**src/hw/motion_wake_map.svh**
```systemverilog
`ifndef MOTION_WAKE_MAP_SVH
`define MOTION_WAKE_MAP_SVH
// ****************************************************************
// Register indices; the byte address is four times the index.
// ****************************************************************
`define IDX_THRESHOLD_DATA 6'h13
`define IDX_MOTION_CFG 6'h14
`define IDX_IRQ_STATUS 6'h18
`define IDX_IRQ_MASK 6'h19
`define IDX_WAKE_STATUS 6'h1A
// ****************************************************************
// Field positions and reset values.
// ****************************************************************
`define CFG_SEL_LSB 0
`define CFG_CNTEN_BIT 3
`define CFG_SLICE_LSB 4
`define CFG_DETRST_BIT 7
`define TD_COMBINE_BIT 6
`define TD_DMODE_BIT 7
`define CFG_RESET_VAL 8'h00
`define TD_RESET_VAL 2'h0
`define SHADOW_RESET_VAL 6'h00
`define IRQ_WAKE_BIT 0
`define IRQ_EVENT_BIT 1
`define SLICE_TOP_CODE 3'h5
`define COUNT_MAX 6'h3F
`endif

```
**src/hw/motion_wake_pkg.sv**
```systemverilog
package motion_wake_pkg;
  typedef logic [5:0] six_t;
  typedef enum logic [1:0] {
    DET_EMPTY = 2'b00,
    DET_RUN = 2'b01
  } det_state_t;
endpackage

```
**src/hw/axis_link_if.sv**
```systemverilog
`timescale 1ns/10ps
interface axis_link_if #(parameter int SW = 12);
  import motion_wake_pkg::*;
  six_t threshold;
  six_t count;
  logic [2:0] slice_sel;
  logic cnt_en;
  logic delta_mode;
  logic det_reset;
  logic sample_valid;
  logic signed [SW-1:0] sample;
  logic evt;
  logic qual;
  modport cfg (output threshold, count, slice_sel, cnt_en, delta_mode, det_reset, sample_valid, sample,
               input evt, qual);
  modport det (input threshold, count, slice_sel, cnt_en, delta_mode, det_reset, sample_valid, sample,
               output evt, qual);
endinterface

```
**src/hw/axis_detect.sv**
```systemverilog
`timescale 1ns/10ps
`include "motion_wake_map.svh"
module axis_detect #(parameter int SW = 12) (
  input wire logic pclk,
  input wire logic presetn,
  axis_link_if.det lnk
);
  import motion_wake_pkg::*;

  // ****************************************************************
  // Delta, slice and event counter.
  // ****************************************************************
  det_state_t state_q, state_d;
  logic signed [SW-1:0] ref_q, ref_d;
  six_t ev_cnt_q, ev_cnt_d;
  logic evt_q, evt_d;
  logic signed [SW:0] diff;
  logic [SW:0] mag;
  logic [10:0] delta;
  six_t slice;
  logic hit;

  function automatic six_t pick_slice(input logic [10:0] d, input logic [2:0] sel);
    logic [2:0] sh;
    logic [10:0] s;
    sh = (sel > `SLICE_TOP_CODE) ? `SLICE_TOP_CODE : sel;
    s = d >> sh;
    // Anything above the window saturates so a large motion is never lost.
    return (|s[10:6]) ? 6'h3F : s[5:0];
  endfunction

  always_comb begin
    diff = {lnk.sample[SW-1], lnk.sample} - {ref_q[SW-1], ref_q};
    mag = diff[SW] ? $unsigned(-diff) : $unsigned(diff);
    delta = (|mag[SW:11]) ? 11'h7FF : mag[10:0];
    slice = pick_slice(delta, lnk.slice_sel);
    hit = (slice >= lnk.threshold);
    state_d = state_q;
    ref_d = ref_q;
    ev_cnt_d = ev_cnt_q;
    evt_d = 1'b0;
    if (lnk.det_reset) begin
      state_d = DET_EMPTY;
      ev_cnt_d = `SHADOW_RESET_VAL;
    end else if (lnk.sample_valid) begin
      case (state_q)
        DET_EMPTY: begin
          ref_d = lnk.sample;
          state_d = DET_RUN;
        end
        DET_RUN: begin
          if (!lnk.delta_mode) begin
            ref_d = lnk.sample;
          end
          evt_d = hit;
          if (hit && ev_cnt_q != `COUNT_MAX) begin
            ev_cnt_d = ev_cnt_q + 6'h01;
          end
        end
        default: begin
          state_d = DET_EMPTY;
        end
      endcase
    end
  end

  always_ff @(posedge pclk or negedge presetn) begin
    if (!presetn) begin
      state_q <= DET_EMPTY;
      ref_q <= '0;
      ev_cnt_q <= `SHADOW_RESET_VAL;
      evt_q <= 1'b0;
    end else begin
      state_q <= state_d;
      ref_q <= ref_d;
      ev_cnt_q <= ev_cnt_d;
      evt_q <= evt_d;
    end
  end

  assign lnk.evt = evt_q;
  // Stored count is events minus one; without counters one event is enough.
  assign lnk.qual = lnk.cnt_en ? (ev_cnt_q > lnk.count) : (ev_cnt_q != 6'h00);
endmodule

```
**src/hw/motion_wake_top.sv**
```systemverilog
// How it works
// - The threshold data register reaches the shadow chosen by the select field: 1-3 thresholds, 5-7 counts, 0 and 4 none.
// - The counter enable bit, default 0, leaves the event counters unused; at 1 they gate the wakeup for all axes.
// - The slice field picks delta bits [5:0] up to [9:4] for codes 0-4 and bits [10:5] for codes 5-7.
// - A delta larger than the chosen window clamps to all ones so it still counts as a detection.
// - The detector reset bit 7 holds the detector in reset while set, defaults to 0 and is never cleared by hardware.
// - Each axis threshold is an independent 6-bit unsigned value.
// - Each axis count holds the wanted number of events minus one.
// - The combine bit picks any qualified axis (0) or all axes (1) for a wakeup.
// - The delta mode bit compares against the previous sample (0) or the captured baseline (1).
`timescale 1ns/10ps
`include "motion_wake_map.svh"
module motion_wake_top #(parameter int SW = 12) (
  input wire logic pclk,
  input wire logic presetn,
  input wire logic psel,
  input wire logic penable,
  input wire logic pwrite,
  input wire logic [7:0] paddr,
  input wire logic [31:0] pwdata,
  output logic [31:0] prdata,
  output logic pready,
  output logic pslverr,
  input wire logic sample_valid,
  input wire logic signed [SW-1:0] sample_x,
  input wire logic signed [SW-1:0] sample_y,
  input wire logic signed [SW-1:0] sample_z,
  output logic irq,
  output logic wakeup
);
  import motion_wake_pkg::*;

  // ****************************************************************
  // Register state.
  // ****************************************************************
  logic [7:0] cfg_q, cfg_d;
  logic [1:0] td_hi_q, td_hi_d;
  six_t th_q [3];
  six_t th_d [3];
  six_t cnt_q [3];
  six_t cnt_d [3];
  logic [1:0] irq_st_q, irq_st_d;
  logic [1:0] irq_mask_q, irq_mask_d;
  logic wake_q, wake_d;
  logic pready_q, pready_d;
  logic pslverr_q, pslverr_d;
  logic [31:0] prdata_q, prdata_d;
  logic irq_q, irq_d;

  logic [2:0] qual;
  logic [2:0] evt;
  logic comb_wake;
  logic [5:0] idx;
  logic hit_td, hit_cfg, hit_st, hit_mask, hit_wake, mapped;
  logic access, done, wr;
  logic [2:0] sel;
  logic [1:0] sel_axis;
  logic sel_valid;
  logic [SW-1:0] samples [3];

  assign samples[0] = sample_x;
  assign samples[1] = sample_y;
  assign samples[2] = sample_z;

  // ****************************************************************
  // Per-axis detectors.
  // ****************************************************************
  for (genvar a = 0; a < 3; a++) begin : g_axis
    axis_link_if #(.SW(SW)) lnk ();
    assign lnk.threshold = th_q[a];
    assign lnk.count = cnt_q[a];
    assign lnk.slice_sel = cfg_q[`CFG_SLICE_LSB +: 3];
    assign lnk.cnt_en = cfg_q[`CFG_CNTEN_BIT];
    assign lnk.delta_mode = td_hi_q[1];
    assign lnk.det_reset = cfg_q[`CFG_DETRST_BIT];
    assign lnk.sample_valid = sample_valid;
    assign lnk.sample = samples[a];
    assign qual[a] = lnk.qual;
    assign evt[a] = lnk.evt;
    axis_detect #(.SW(SW)) u_det (
      .pclk(pclk),
      .presetn(presetn),
      .lnk(lnk)
    );
  end

  wake_combine u_comb (
    .qual(qual),
    .combine_and(td_hi_q[0]),
    .wake(comb_wake)
  );

  // ****************************************************************
  // APB decode; answer comes one cycle into the access phase.
  // ****************************************************************
  always_comb begin
    idx = paddr[7:2];
    hit_td = (idx == `IDX_THRESHOLD_DATA);
    hit_cfg = (idx == `IDX_MOTION_CFG);
    hit_st = (idx == `IDX_IRQ_STATUS);
    hit_mask = (idx == `IDX_IRQ_MASK);
    hit_wake = (idx == `IDX_WAKE_STATUS);
    mapped = (paddr[1:0] == 2'h0) && (hit_td || hit_cfg || hit_st || hit_mask || hit_wake);
    access = psel && penable && !pready_q;
    done = psel && penable && pready_q;
    wr = done && pwrite && mapped;
    sel = cfg_q[`CFG_SEL_LSB +: 3];
    sel_axis = sel[1:0] - 2'h1;
    sel_valid = (sel[1:0] != 2'h0);
  end

  always_comb begin
    pready_d = access;
    pslverr_d = access && !mapped;
    prdata_d = prdata_q;
    if (access) begin
      prdata_d = 32'h0000_0000;
      if (mapped && !pwrite) begin
        case (1'b1)
          hit_td: begin
            prdata_d[7:6] = td_hi_q;
            if (sel_valid) begin
              prdata_d[5:0] = sel[2] ? cnt_q[sel_axis] : th_q[sel_axis];
            end
          end
          hit_cfg: prdata_d[7:0] = cfg_q;
          hit_st: prdata_d[1:0] = irq_st_q;
          hit_mask: prdata_d[1:0] = irq_mask_q;
          hit_wake: prdata_d[3:0] = {wake_q, qual};
          default: prdata_d = 32'h0000_0000;
        endcase
      end
    end
  end

  // ****************************************************************
  // Register writes and shadow routing.
  // ****************************************************************
  always_comb begin
    cfg_d = cfg_q;
    td_hi_d = td_hi_q;
    irq_mask_d = irq_mask_q;
    for (int i = 0; i < 3; i++) begin
      th_d[i] = th_q[i];
      cnt_d[i] = cnt_q[i];
    end
    if (wr && hit_cfg) begin
      cfg_d = pwdata[7:0];
    end
    if (wr && hit_td) begin
      td_hi_d = {pwdata[`TD_DMODE_BIT], pwdata[`TD_COMBINE_BIT]};
      if (sel_valid) begin
        if (sel[2]) begin
          cnt_d[sel_axis] = pwdata[5:0];
        end else begin
          th_d[sel_axis] = pwdata[5:0];
        end
      end
    end
    if (wr && hit_mask) begin
      irq_mask_d = pwdata[1:0];
    end
  end

  // ****************************************************************
  // Wake latch and interrupt.
  // ****************************************************************
  always_comb begin
    // The wake stays latched until software pulses the detector reset.
    wake_d = cfg_q[`CFG_DETRST_BIT] ? 1'b0 : (wake_q || comb_wake);
    irq_st_d = irq_st_q;
    if (wr && hit_st) begin
      irq_st_d = irq_st_q & ~pwdata[1:0];
    end
    // A new event in the clearing cycle survives the write.
    if (!cfg_q[`CFG_DETRST_BIT] && comb_wake && !wake_q) begin
      irq_st_d[`IRQ_WAKE_BIT] = 1'b1;
    end
    if (|evt) begin
      irq_st_d[`IRQ_EVENT_BIT] = 1'b1;
    end
    irq_d = |(irq_st_d & irq_mask_d);
  end

  always_ff @(posedge pclk or negedge presetn) begin
    if (!presetn) begin
      cfg_q <= `CFG_RESET_VAL;
      td_hi_q <= `TD_RESET_VAL;
      for (int i = 0; i < 3; i++) begin
        th_q[i] <= `SHADOW_RESET_VAL;
        cnt_q[i] <= `SHADOW_RESET_VAL;
      end
      irq_st_q <= 2'h0;
      irq_mask_q <= 2'h0;
      wake_q <= 1'b0;
      pready_q <= 1'b0;
      pslverr_q <= 1'b0;
      prdata_q <= 32'h0000_0000;
      irq_q <= 1'b0;
    end else begin
      cfg_q <= cfg_d;
      td_hi_q <= td_hi_d;
      for (int i = 0; i < 3; i++) begin
        th_q[i] <= th_d[i];
        cnt_q[i] <= cnt_d[i];
      end
      irq_st_q <= irq_st_d;
      irq_mask_q <= irq_mask_d;
      wake_q <= wake_d;
      pready_q <= pready_d;
      pslverr_q <= pslverr_d;
      prdata_q <= prdata_d;
      irq_q <= irq_d;
    end
  end

  assign prdata = prdata_q;
  assign pready = pready_q;
  assign pslverr = pslverr_q;
  assign irq = irq_q;
  assign wakeup = wake_q;
endmodule

```
**src/hw/wake_combine.sv**
```systemverilog
`timescale 1ns/10ps
module wake_combine (
  input wire logic [2:0] qual,
  input wire logic combine_and,
  output logic wake
);
  always_comb begin
    wake = combine_and ? (&qual) : (|qual);
  end
endmodule
```
**config.mk**
```make
export PLATFORM = sky130hd
export DESIGN_NAME = motion_wake_top
export DESIGN_NICKNAME = d
export VERILOG_FILES = /design/src/hw/motion_wake_pkg.sv /design/src/hw/axis_link_if.sv /design/src/hw/axis_detect.sv /design/src/hw/motion_wake_top.sv /design/src/hw/wake_combine.sv
export VERILOG_INCLUDE_DIRS = /design/src /design/src/hw
export SDC_FILE = /design/constraint.sdc
export NUM_CORES = 1
export LEC_CHECK = 0
export BUFFER_PORTS_ARGS = -buffer_cell sky130_fd_sc_hd__buf_4
export CAP_MARGIN = 20
export CORE_MARGIN = 2
export CORE_UTILIZATION = 55
export DETAILED_ROUTE_END_ITERATION = 10
export HOLD_SLACK_MARGIN = 0.08
export PLACE_DENSITY = 0.83
export SYNTH_ARGS = -nofsm -noshare
export SYNTH_HDL_FRONTEND = slang
export SYNTH_SLANG_ARGS = --single-unit
```
**constraint.sdc**
```tcl
create_clock -name pclk -period 5.7 [get_ports pclk]
set_input_delay 0.855 -clock pclk [delete_from_list [all_inputs] [get_ports pclk]]
set_output_delay 0.855 -clock pclk [all_outputs]
set_load 0.005 [all_outputs]
```
==> results of run 1 <==
stage by stage:
step	setup slack [ns]	setup TNS, ns	power (mW)
floorplan	0.0161	0	2.18
global placement	-0.565	-4.95	2.70
detailed placement	-0.744	-7.61	2.77
CTS	0.0558	0	3.89
global route	-0.0930	-0.204	4.23
finish	0.124	0	3.95
layer usage:
| layer | up-vias | global-route usage, % |
|---|---|---|
| met5 | - | 0 |
| met4 | 0 | 10.6 |
| met3 | 82 | 4.26 |
| met2 | 347 | 46.4 |
| met1 | 4760 | 33.9 |
| li1 | 4797 | - |
Yosys cell counts (all sizes together), types with 9 or more instances:
master | number | area share (%)
nor3 | 31 | 1.5
a31oi | 13 | 0.77
and3 | 18 | 1.1
clkbuf | 35 | 1.6
nand2 | 119 | 4.2
dfrtp | 122 | 29
a21oi | 68 | 3.3
nor2b | 12 | 0.71
inv | 106 | 3.8
xor2 | 29 | 2.4
nand2b | 12 | 0.71
nor2 | 91 | 3.3
xnor2 | 20 | 1.7
nand4 | 13 | 0.77
nand3b | 9 | 0.64
ha | 85 | 10
mux2i | 23 | 2.2
o21ai | 86 | 4.1
o211ai | 15 | 1.1
mux2 | 64 | 6.8
a21o | 32 | 2.3
nand3 | 25 | 1.2
or3 | 10 | 0.65
or2 | 12 | 0.71
a211oi | 18 | 1.4
buf | 29 | 2.0
critical path, cell delays in order:
cell                        delay (ns)
sky130_fd_sc_hd__buf_4            0.11
sky130_fd_sc_hd__inv_1            0.06
sky130_fd_sc_hd__ha_2             0.20
sky130_fd_sc_hd__fa_2             0.23
sky130_fd_sc_hd__nor2b_2          0.06
sky130_fd_sc_hd__o31a_1           0.26
sky130_fd_sc_hd__o31ai_2          0.31
sky130_fd_sc_hd__buf_4            0.18
sky130_fd_sc_hd__a211oi_2         0.06
sky130_fd_sc_hd__or2_4            0.26
sky130_fd_sc_hd__or3_4            0.39
sky130_fd_sc_hd__and3_4           0.20
sky130_fd_sc_hd__a2111oi_4        0.32
sky130_fd_sc_hd__o211ai_1         0.22
sky130_fd_sc_hd__a311oi_1         0.29
sky130_fd_sc_hd__ha_1             0.27
sky130_fd_sc_hd__nand2b_1         0.13
sky130_fd_sc_hd__a21o_1           0.17
sky130_fd_sc_hd__a21o_1           0.17
sky130_fd_sc_hd__a21o_1           0.17
sky130_fd_sc_hd__a21o_1           0.18
sky130_fd_sc_hd__a21oi_2          0.13
sky130_fd_sc_hd__buf_4            0.15
sky130_fd_sc_hd__a311oi_4         0.06
sky130_fd_sc_hd__nand4_1          0.18
sky130_fd_sc_hd__xor2_1           0.19
sky130_fd_sc_hd__nor2_1           0.06
final cells by class:
cell class              count  area, µm²  area share (%)
flip-flops and latches    122       3050            23.2
repair buffers            226       1710            13.0
well taps                 234        293            2.23
clock inverters            15        156            1.19
inverters                 107        402            3.05
clock buffers              17        425            3.23
multi-input cells         960       7110            54.1
worst paths after layout:
check                                    startpoint                     endpoint  slack (ns)  depth (start not counted)
max                                     sample_x[0]  g_axis[0].u_det.ev_cnt_q[4]        0.12                         27
min                         g_axis[1].u_det.lnk.evt                  irq_st_q[1]        0.48                          1
max reg2reg                g_axis[0].u_det.ref_q[1]  g_axis[0].u_det.ev_cnt_q[4]        0.34                         25
min reg2reg                 g_axis[1].u_det.lnk.evt                  irq_st_q[1]        0.48                          1
max in group asynchronous                   presetn   g_axis[2].lnk.threshold[3]        3.93                          2
min in group asynchronous                   presetn     g_axis[2].u_det.ref_q[5]        0.58                          1
report_power, final:
part           total (mW)  switching (mW)  internal [mW]
logic                1.80           0.928          0.877
registers            1.07           0.111          0.958
clock network        1.08           0.466          0.614
total                3.95            1.50           2.45
repair_timing:
action	CTS	global route
buffers inserted	2	3
resized for setup	6	27
pin swaps	2	15
cloned	0	0
endpoints found under the setup margin	11	15
kinds of logic (layout without fill, tap and decap cells):
kind of cell / Yosys count / in the layout / synth area share [%]
simple gates: 387 / 387 / 18.2
mux: 94 / 94 / 10.5
other cells: 1 / 24 / 0.0354
flops: 122 / 122 / 28.8
compound gates: 318 / 318 / 20.4
fa+ha+maj: 88 / 88 / 10.6
buf+inv: 171 / 365 / 7.37
xor+xnor: 49 / 49 / 4.06
state kept, by name, summed over array words and instances, names as in the netlist:
register,count
irq_st_q,2
irq_mask_q,2
g_axis.lnk.threshold,18
prdata,8
g_axis.lnk.count,18
pslverr,1
g_axis.u_det.ev_cnt_q,18
irq,1
pready,1
g_axis.u_det.lnk.evt,3
wakeup,1
td_hi_q,2
g_axis.u_det.ref_q,36
cfg_q,8
g_axis.u_det.state_q,3
==> results.ini, run 1 <==
[route]
remaining_drc_errors=0
drt-total-wl_mm=27.7
firstDrtPassIters=7
drt.antenna.violating_nets=0
topRoutingLayerUsed=met4
routedLengthMet1_mm=11.7
dr.first_iter.drc_count=698
wire_per_inst_um=16.5
route.detailed.vias_per_inst=5.94
routed-via-count=9986
wl_met3_mm=1.53
wl_met2_mm=13.7

[floorplanning]
placeableCoreArea_um2=18800
floorplan.initialDensity_pct=56.4
dieHeight_um=143
std_cell_rows=50
floorplan.die.width_um=143
design.portCount=118
dieArea_um2=20400

[clocking]
hold_buffers=0
clk-insertion-delay-late_ns=0.44
clk_transition_reported_paths_ns=0.07
clockBufferDepth=2
clock_sinks=122
cts_tree=built
h_tree_levels=4
number_of_clock_buffers_inserted_by_tritoncts=17
cts.root.buffer_cell=sky130_fd_sc_hd__clkbuf_16

[yosys]
synth.cell_area_um2=10600
ys_seq_area_share_pct=28.8
synth-warning-count=0
synth_cell_type_count=91
post_synth_inst_count=1230
edff_count_synth=0
postSynthAreaPerCell_um2=8.60
synth_top_flop_cell=sky130_fd_sc_hd__dfrtp_1
ys_seq_elements=122
synth-async-reset-ratio_pct=100

[power]
worst_ir_drop_vdd_mv=0.228
cellLeakagePower_nw=6.24
power_density_nw_per_um2=301

[cells_and_area]
design.final.nets=1604
design_area_um2=13200
layout-area-overhead-vs-synth_pct=24.3
layout.cells.most_common_list=sky130_fd_sc_hd__buf_4 (225), sky130_fd_sc_hd__dfrtp_1 (122), sky130_fd_sc_hd__nand2_1 (118), sky130_fd_sc_hd__inv_1 (106), sky130_fd_sc_hd__nor2_1 (89)
layout.filler_cells=1375
post-route-util_pct=70.1
layout_commonest_cell=sky130_fd_sc_hd__buf_4
layout.cells.non_filler=1681
drive_above_1_share_pct=28.1
antenna-diode-count=0

[global_routing]
grt_pass1_vias=9710
globalRouteTotalUtil_pct=26.9
grt_max_degree=77
initial_antenna_violation_count=0
grt-ovfl-total=0
grt_pass1_wl_mm=44.7

[setup_path]
required_ns=6.01
cp.arrival_ns=5.88
category_of_the_worst_setup_path_launch_point=primary input
crit_type=primary input to flip-flop
path_max_fanout=6
critical_path.endpoint_type=flip-flop

[placed_design]
post_dp_cell_area_um2=12400
numPlacedInstances=1644
portBuffers=69
place.gp.congestion=0.936
detailed_place_hpwl_mm=20.0

[hold_path]
timing.hold.worst.class=flip-flop to flip-flop

[sta]
final.min_clock_period_ns=5.58
hold_violations=0
holdWs_ns=0.480
timing.final.crit_share_pct=97.8
final_max_slew_viols=0
slew-limit-headroom_pct=34.7
timing_worst_slew_pin_value_ns=0.979
fmax_mhz=179
final_report_setup_violation_count=0
clock_skew_ns=0.0113

[run_status]
run_status=completed

[run]
max_cap_violations=0

Note: power is estimated with default switching activity, not from simulation.
==> run 2, diff against run 1 <==
clock period = 4.75 ns   (was 5.7 ns; I/O delays follow)
==> run 2 against run 1 <==
The run now ends with negative setup slack left. Utilization rose by 5.8 points. Critical path depth is 4 lower. Setup slack lost 0.59 ns.
==> results.ini, run 2 (synthesis results as in run 1) <==
[global_routing]
grt_pass1_wl_mm=52.0  ; +17%
initial_antenna_violation_count=0  ; unchanged
grt_pass1_vias=10900  ; +12%
grt_max_degree=45  ; -42%
grt-ovfl-total=0  ; unchanged
globalRouteTotalUtil_pct=31.7  ; +4.8 points

[power]
comb_power_share_pct=50.3  ; +4.7 points
switching_portion_of_total_power_pct=38.2  ; +0.12 points
total_switching_power_mw=2.01  ; +34%
cellLeakagePower_nw=6.72  ; +7.8%
power.share.sequential_pct=24.6  ; -2.4 points
clkPwrFrac_pct=25.1  ; -2.2 points
power_density_nw_per_um2=370  ; +23%
worst_ir_drop_vdd_mv=0.321  ; +41%
internal-power_mw=3.26  ; +33%

[run_status]
run_status=finished, violations left
failed_checks=negative setup slack

[sta]
hold_violations=0  ; unchanged
final_max_slew_viols=0  ; unchanged
timing_worst_slew_pin_value_ns=0.687  ; -0.292 ns
clock_skew_ns=0.00904  ; -0.00224 ns
slew-limit-headroom_pct=54.2  ; +19 points
fmax_mhz=192
holdWs_ns=0.283  ; -0.197 ns
worst_slack_setup_final_ns=-0.464  ; -0.588 ns
timing.final.crit_share_pct=110
grt_setup_unrepaired=yes
final_report_setup_violation_count=21  ; +21
final.min_clock_period_ns=5.21

[setup_path]
slowest_cell_on_the_critical_path=sky130_fd_sc_hd__or4_4
critical_path.n_buffers_inverters=1  ; -3
critical_path.most_common_cell=sky130_fd_sc_hd__a21o_1
cp_top_family=compound AO/OA/AOI/OAI gates
required_ns=5.05  ; -0.96 ns
ordered_cell_list_for_the_critical_path=buf_4 -> ha_1 -> a21oi_2 -> nand2_1 -> o21ai_2 -> xnor2_1 -> or3_4 -> or4_4 -> o31ai_4 -> o21ai_1 -> a222oi_1 -> nor3b_2 -> ha_1 -> nand2b_4 -> a21o_1 -> a21o_1 -> a21o_1 -> a21o_1 -> a21oi_4 -> nor3_4 -> and4_1 -> xnor2_1 -> nor2_1
category_of_the_worst_setup_path_launch_point=primary input
crit_type=primary input to flip-flop
critical_path.endpoint_type=flip-flop
worst_path_largest_cell_delay_ns=0.53  ; +0.14 ns
cp.arrival_ns=5.52  ; -0.36 ns
path_max_fanout=6  ; unchanged

[cells_and_area]
largest_reg_flops=36  ; unchanged
drive_above_1_share_pct=35.3  ; +7.2 points
layout_commonest_cell=sky130_fd_sc_hd__buf_4
antenna-diode-count=0  ; unchanged
layout.cells.non_filler=1759  ; +4.6%
layout-area-overhead-vs-synth_pct=34.5
layout.cells.most_common_list=sky130_fd_sc_hd__buf_4 (301), sky130_fd_sc_hd__dfrtp_1 (122), sky130_fd_sc_hd__nand2_1 (118), sky130_fd_sc_hd__inv_1 (101), sky130_fd_sc_hd__nor2_1 (88)
design.final.nets=1682  ; +4.9%
top_register=g_axis.u_det.ref_q

[placed_design]
portBuffers=69  ; unchanged
place.gp.congestion=0.941  ; +0.51%
numPlacedInstances=1697  ; +3.2%
detailed_place_hpwl_mm=21.4  ; +6.7%

[floorplanning]
floorplan.initialDensity_pct=56.4  ; unchanged
placeableCoreArea_um2=18800  ; unchanged
dieHeight_um=143  ; unchanged
std_cell_rows=50  ; unchanged
floorplan.die.width_um=143  ; unchanged
design.portCount=118  ; unchanged
dieArea_um2=20400  ; unchanged

[clocking]
number_of_clock_buffers_inserted_by_tritoncts=17  ; unchanged
cts_tree=built
cts.root.buffer_cell=sky130_fd_sc_hd__clkbuf_16
clk_transition_reported_paths_ns=0.07  ; about the same
clockBufferDepth=2  ; unchanged
clock_sinks=122  ; unchanged
hold_buffers=0  ; unchanged
h_tree_levels=4  ; unchanged
clk-insertion-delay-late_ns=0.44  ; about the same

[route]
routedLengthMet1_mm=12.9  ; +10%
wl_met3_mm=1.93  ; +26%
drt.antenna.violating_nets=0  ; unchanged
route.detailed.vias_per_inst=6.16  ; +3.8%
topRoutingLayerUsed=met4
routed-via-count=10800  ; +8.6%
wire_per_inst_um=18.8  ; +14%
dr.first_iter.drc_count=992  ; +42%
wl_met2_mm=16.8  ; +23%
drt-total-wl_mm=33.1  ; +20%
remaining_drc_errors=0  ; unchanged
firstDrtPassIters=6  ; -1

[hold_path]
timing.hold.worst.class=primary input to asynchronous set/reset pin

[run]
max_cap_violations=0  ; unchanged

==> run 2: cell type report <==
type	count	area (µm²)
timing repair buffer	304	2290
tap	234	293
inverter	107	439
multi-input combinational	960	7570
fill	1176	4530
sequential	122	3050
clock buffer	19	443
clock inverter	13	145
==> run 2: path summary, 6_finish.rpt <==
kind | from | depth (start not counted) | slack, ns | to
max | sample_y[6] | 23 | -0.46 | g_axis[1].u_det.ev_cnt_q[4]
max reg2reg | g_axis[1].u_det.ref_q[2] | 23 | -0.44 | g_axis[1].u_det.ev_cnt_q[4]
min | presetn | 1 | 0.28 | g_axis[2].u_det.ref_q[7]
min in group pclk | prdata[0] | 2 | 0.49 | prdata[0]
max in group asynchronous | presetn | 2 | 3.44 | irq_st_q[0]
min reg2reg | prdata[0] | 2 | 0.49 | prdata[0]
==> run 2: power by group through the flow <==
| stage | Clock, mW | Sequential (mW) | Combinational, mW |
|---|---|---|---|
| after global placement | 0 | 1.29 | 2.17 |
| final | 1.32 | 1.29 | 2.65 |
| after global routing | 1.37 | 1.31 | 2.88 |
| after detailed placement | 0 | 1.30 | 2.27 |
| after floorplan | 0 | 1.26 | 1.42 |
| after CTS | 1.32 | 1.29 | 2.47 |
==> run 2: timing repair <==
item | CTS | global route
resized for setup | 52 | 29
setup endpoints to repair | 21 | 21
pin swaps | 74 | 48
setup buffers | 19 | 12
==> run 2: through the flow <==
step | TNS [ns] | worst slack (ns) | cell area, µm² | utilization [%] | power [mW]
2_1_floorplan | -7.78 | -0.705 | 11000 | - | 2.68
3_3_place_gp | -13.09 | -0.758 | 13000 | 69.1 | 3.46
6_report | -6.84 | -0.464 | 14200 | 75.8 | 5.27
3_5_place_dp | -15.83 | -0.869 | 13000 | 69.1 | 3.57
4_1_cts | -4.41 | -0.338 | 14000 | 74.5 | 5.08
5_1_grt | -12.06 | -0.750 | 14200 | 75.8 | 5.57
==> run 2: routing by layer <==
layer  up-vias  global-route usage [%]
met1      5248                    37.3
met5         -                       0
met2       493                    56.0
met4         0                    15.0
li1       4956                       -
met3       145                    5.77
==> run 3, diff against run 2 <==
--- a/config.mk
+++ b/config.mk
@@ -8,9 +8,9 @@
 export LEC_CHECK = 0
-export BUFFER_PORTS_ARGS = -buffer_cell sky130_fd_sc_hd__buf_4
 export CAP_MARGIN = 20
 export CORE_MARGIN = 2
-export CORE_UTILIZATION = 55
+export CORE_UTILIZATION = 59
 export DETAILED_ROUTE_END_ITERATION = 10
+export DONT_BUFFER_PORTS = 1
 export HOLD_SLACK_MARGIN = 0.08
-export PLACE_DENSITY = 0.83
+export PLACE_DENSITY = 0.82
 export SYNTH_ARGS = -nofsm -noshare
--- a/constraint.sdc
+++ b/constraint.sdc
@@ -3,2 +3,2 @@
 set_output_delay 0.7125 -clock pclk [all_outputs]
-set_load 0.005 [all_outputs]
+set_load 0.01 [all_outputs]
==> run 3 against run 2 <==
The flow still finishes with violations (negative setup slack). Highest routed layer unchanged. Setup slack lost 0.054 ns. Clock skew shrank 0.00092 ns. Worst hold slack lost 0.068 ns. Clock power shrank 3%. Clock-buffer cell count grew 1. Critical path depth is the same.
==> results.ini, run 3 (synthesis results as in run 1) <==
[clocking]
number_of_clock_buffers_inserted_by_tritoncts=17  ; unchanged
cts.root.buffer_cell=sky130_fd_sc_hd__clkbuf_16
cts_tree=built
clk_transition_reported_paths_ns=0.06  ; about the same
h_tree_levels=4  ; unchanged
clk-insertion-delay-late_ns=0.43  ; about the same
clock_sinks=122  ; unchanged
clockBufferDepth=2  ; unchanged

[placed_design]
detailed_place_hpwl_mm=20.6  ; -3.5%
preCtsSetupSlack_ns=-0.748  ; +0.122 ns
portBuffers=0  ; -100%
numPlacedInstances=1612  ; -5.0%
place.gp.congestion=0.912  ; -3.1%

[cells_and_area]
layout.filler_cells=1061  ; -9.8%
layout.area.seq_um2=3050  ; unchanged
largest_reg_flops=36  ; unchanged
post-route-util_pct=78.9  ; +3.1 points
layout-area-overhead-vs-synth_pct=29.9
layout_commonest_cell=sky130_fd_sc_hd__buf_4
antenna-diode-count=0  ; unchanged
multi_input_comb_area_um2=7600  ; +0.38%
design.final.nets=1611  ; -4.2%
top_register=g_axis.u_det.ref_q
layout.cells.non_filler=1679  ; -4.5%
drive_above_1_share_pct=32.0  ; -3.2 points
layout.cells.most_common_list=sky130_fd_sc_hd__buf_4 (221), sky130_fd_sc_hd__dfrtp_1 (122), sky130_fd_sc_hd__nand2_1 (118), sky130_fd_sc_hd__inv_1 (102), sky130_fd_sc_hd__nor2_1 (88)

[setup_path]
critical_path.most_common_cell=sky130_fd_sc_hd__a21o_1
slowest_cell_on_the_critical_path=sky130_fd_sc_hd__or4bb_1
ordered_cell_list_for_the_critical_path=ha_4 -> fa_2 -> nor2b_4 -> o2111ai_4 -> a31oi_4 -> o21ai_2 -> or3b_4 -> or4bb_1 -> nand3_2 -> o21ai_2 -> a222oi_1 -> buf_4 -> nand3_1 -> ha_1 -> a21o_1 -> a21o_1 -> a21o_1 -> a21o_1 -> a21oi_4 -> nor3_4 -> and4_1 -> xnor2_1 -> nor2_1
r2r_end=g_axis[1].u_det.ev_cnt_q[4]
setup.worst_path.end=g_axis[1].u_det.ev_cnt_q[4]
category_of_the_worst_setup_path_launch_point=flip-flop
worstRegToRegCells=23  ; unchanged
critical_path.endpoint_type=flip-flop
required_ns=5.06  ; about the same
worst_path_largest_cell_delay_ns=0.54  ; about the same
path_max_fanout=5  ; -1
crit_type=flip-flop to flip-flop
worst_setup_path_startpoint=g_axis[1].u_det.ref_q[0]
regToRegSetupSlack_ns=-0.52  ; -0.08 ns
cp.arrival_ns=5.58  ; +0.06 ns
critical_path.reg2reg.startpoint=g_axis[1].u_det.ref_q[0]

[floorplanning]
floorplan.initialDensity_pct=60.8  ; +4.4 points
floorplan.die.width_um=138  ; -3.4%
dieArea_um2=19000  ; -6.6%
std_cell_rows=48  ; -4.0%
design.portCount=118  ; unchanged
dieHeight_um=138  ; -3.4%
placeableCoreArea_um2=17400  ; -7.2%

[global_routing]
globalRouteTotalUtil_pct=33.1  ; +1.4 points
grt-ovfl-total=0  ; unchanged
grt_pass1_vias=10600  ; -2.4%
initial_antenna_violation_count=0  ; unchanged
grt_pass1_wl_mm=49.7  ; -4.5%
grt_max_degree=123  ; +170%

[sta]
final.setup.tns_ns=-8.16  ; -1.31 ns
grt_setup_unrepaired=yes
final_report_setup_violation_count=21  ; unchanged
fmax_mhz=190  ; -1.0%
slew-limit-headroom_pct=52.6  ; -1.6 points
hold_violations=0  ; unchanged
final_max_slew_viols=0  ; unchanged
worst_slack_setup_final_ns=-0.518  ; -0.0545 ns
final.min_clock_period_ns=5.27  ; +0.0545 ns
clock_skew_ns=0.00812  ; -0.000922 ns
timing.final.crit_share_pct=111  ; +1.1 points
timing_worst_slew_pin_value_ns=0.709  ; +0.0220 ns

[power]
power.share.sequential_pct=24.7  ; about the same
switching_portion_of_total_power_pct=38.8  ; +0.67 points
cellLeakagePower_nw=6.39  ; -4.9%
totalPowerFinal_mw=5.23  ; -0.80%
comb_power_share_pct=50.9  ; +0.6 points
clkPwrFrac_pct=24.4  ; -0.7 points
internal-power_mw=3.20  ; -1.9%
worst_ir_drop_vdd_mv=0.294  ; -8.4%
total_switching_power_mw=2.03  ; +0.92%
power_density_nw_per_um2=380  ; +2.7%

[route]
routed-via-count=10500  ; -3.2%
dr.first_iter.drc_count=978  ; -1.4%
remaining_drc_errors=0  ; unchanged
firstDrtPassIters=7  ; +1
drt.antenna.violating_nets=0  ; unchanged
wire_per_inst_um=19.1  ; +1.5%
route.detailed.vias_per_inst=6.25  ; +1.5%
drt-total-wl_mm=32.0  ; -3.1%

[run_status]
failed_checks=negative setup slack
run_status=finished, violations left

[hold_path]
timing.hold.worst.class=primary input to asynchronous set/reset pin

[run]
max_cap_violations=0  ; unchanged

## run 3: cell count changes in the layout (fill, tap and decap cells not counted), moves of 3 or more
cell / previous run / this run
sky130_fd_sc_hd__buf_6: 3 / 10
sky130_fd_sc_hd__xnor2_2: 4 / 7
sky130_fd_sc_hd__clkinvlp_4: 2 / 5
sky130_fd_sc_hd__buf_4: 301 / 221
## run 3: repair_timing
| item | in CTS | in global routing |
|---|---|---|
| gates cloned | 1 | 0 |
| endpoints found under the hold margin | 122 | 0 |
| gates resized for setup | 54 | 44 |
| setup buffers | 19 | 16 |
| pin swaps | 63 | 50 |
| setup endpoints to repair | 21 | 21 |
| hold buffers | 1 | 0 |
## run 3: worst max-delay path, delay by kind of cell (launching register included)
kind | cells | cell delay (ns)
adders and majority gates | 3 | 0.86
AOI/OAI and AO/OA | 10 | 1.92
and+or+nand+nor | 8 | 1.61
xor gates and xnor gates | 1 | 0.13
DFF | 1 | 0.40
buffers and inverters | 1 | 0.20
## run 3: stage by stage
stage                     cell area (µm²)  hold slack (ns)
after floorplan                     11000            0.417
after global placement              12400            0.421
after detailed placement            12400            0.422
after CTS                           13400            0.277
after global routing                13700            0.256
final                               13700            0.215
## run 3: per-layer routing
| layer | GRT usage (%) | vias up | share of wire, % |
|---|---|---|---|
| met5 | 0 | - | 0 |
| met4 | 15.8 | 0 | 3.9 |
| met3 | 7.13 | 139 | 7.2 |
| met2 | 58.9 | 518 | 51 |
| met1 | 37.7 | 5046 | 38 |
| li1 | - | 4797 | - |
## run 3: cell type report
class | count | area share (%)
clock buffers | 20 | 3.25
clock inverters | 12 | 0.846
inverters | 107 | 3.19
multi-input cells | 960 | 55.3
flip-flops and latches | 122 | 22.2
well taps | 225 | 2.05
repair buffers | 233 | 13.2
## run 3: how the worst min path moves through the flow
| stage | startpoint | to | slack [ns] | cells after the start |
|---|---|---|---|---|
| 2_1_floorplan | presetn | cfg_q[0] | 0.42 | 0 |
| 3_3_place_gp | presetn | g_axis[2].u_det.ref_q[9] | 0.42 | 0 |
| 3_5_place_dp | presetn | g_axis[2].u_det.ref_q[9] | 0.42 | 0 |
| 4_1_cts | presetn | g_axis[0].u_det.ref_q[9] | 0.28 | 1 |
| 5_1_grt | presetn | g_axis[2].u_det.ref_q[11] | 0.26 | 1 |
| 6_report | presetn | g_axis[0].u_det.ref_q[9] | 0.22 | 1 |
## run 3: power by group through the flow
stage / sequential [mW] / clock (mW) / combinational [mW]
after floorplan: 1.26 / 0 / 1.43
after global placement: 1.29 / 0 / 2.08
after detailed placement: 1.30 / 0 / 2.17
after CTS: 1.28 / 1.28 / 2.41
after global routing: 1.31 / 1.33 / 2.87
final: 1.29 / 1.28 / 2.66
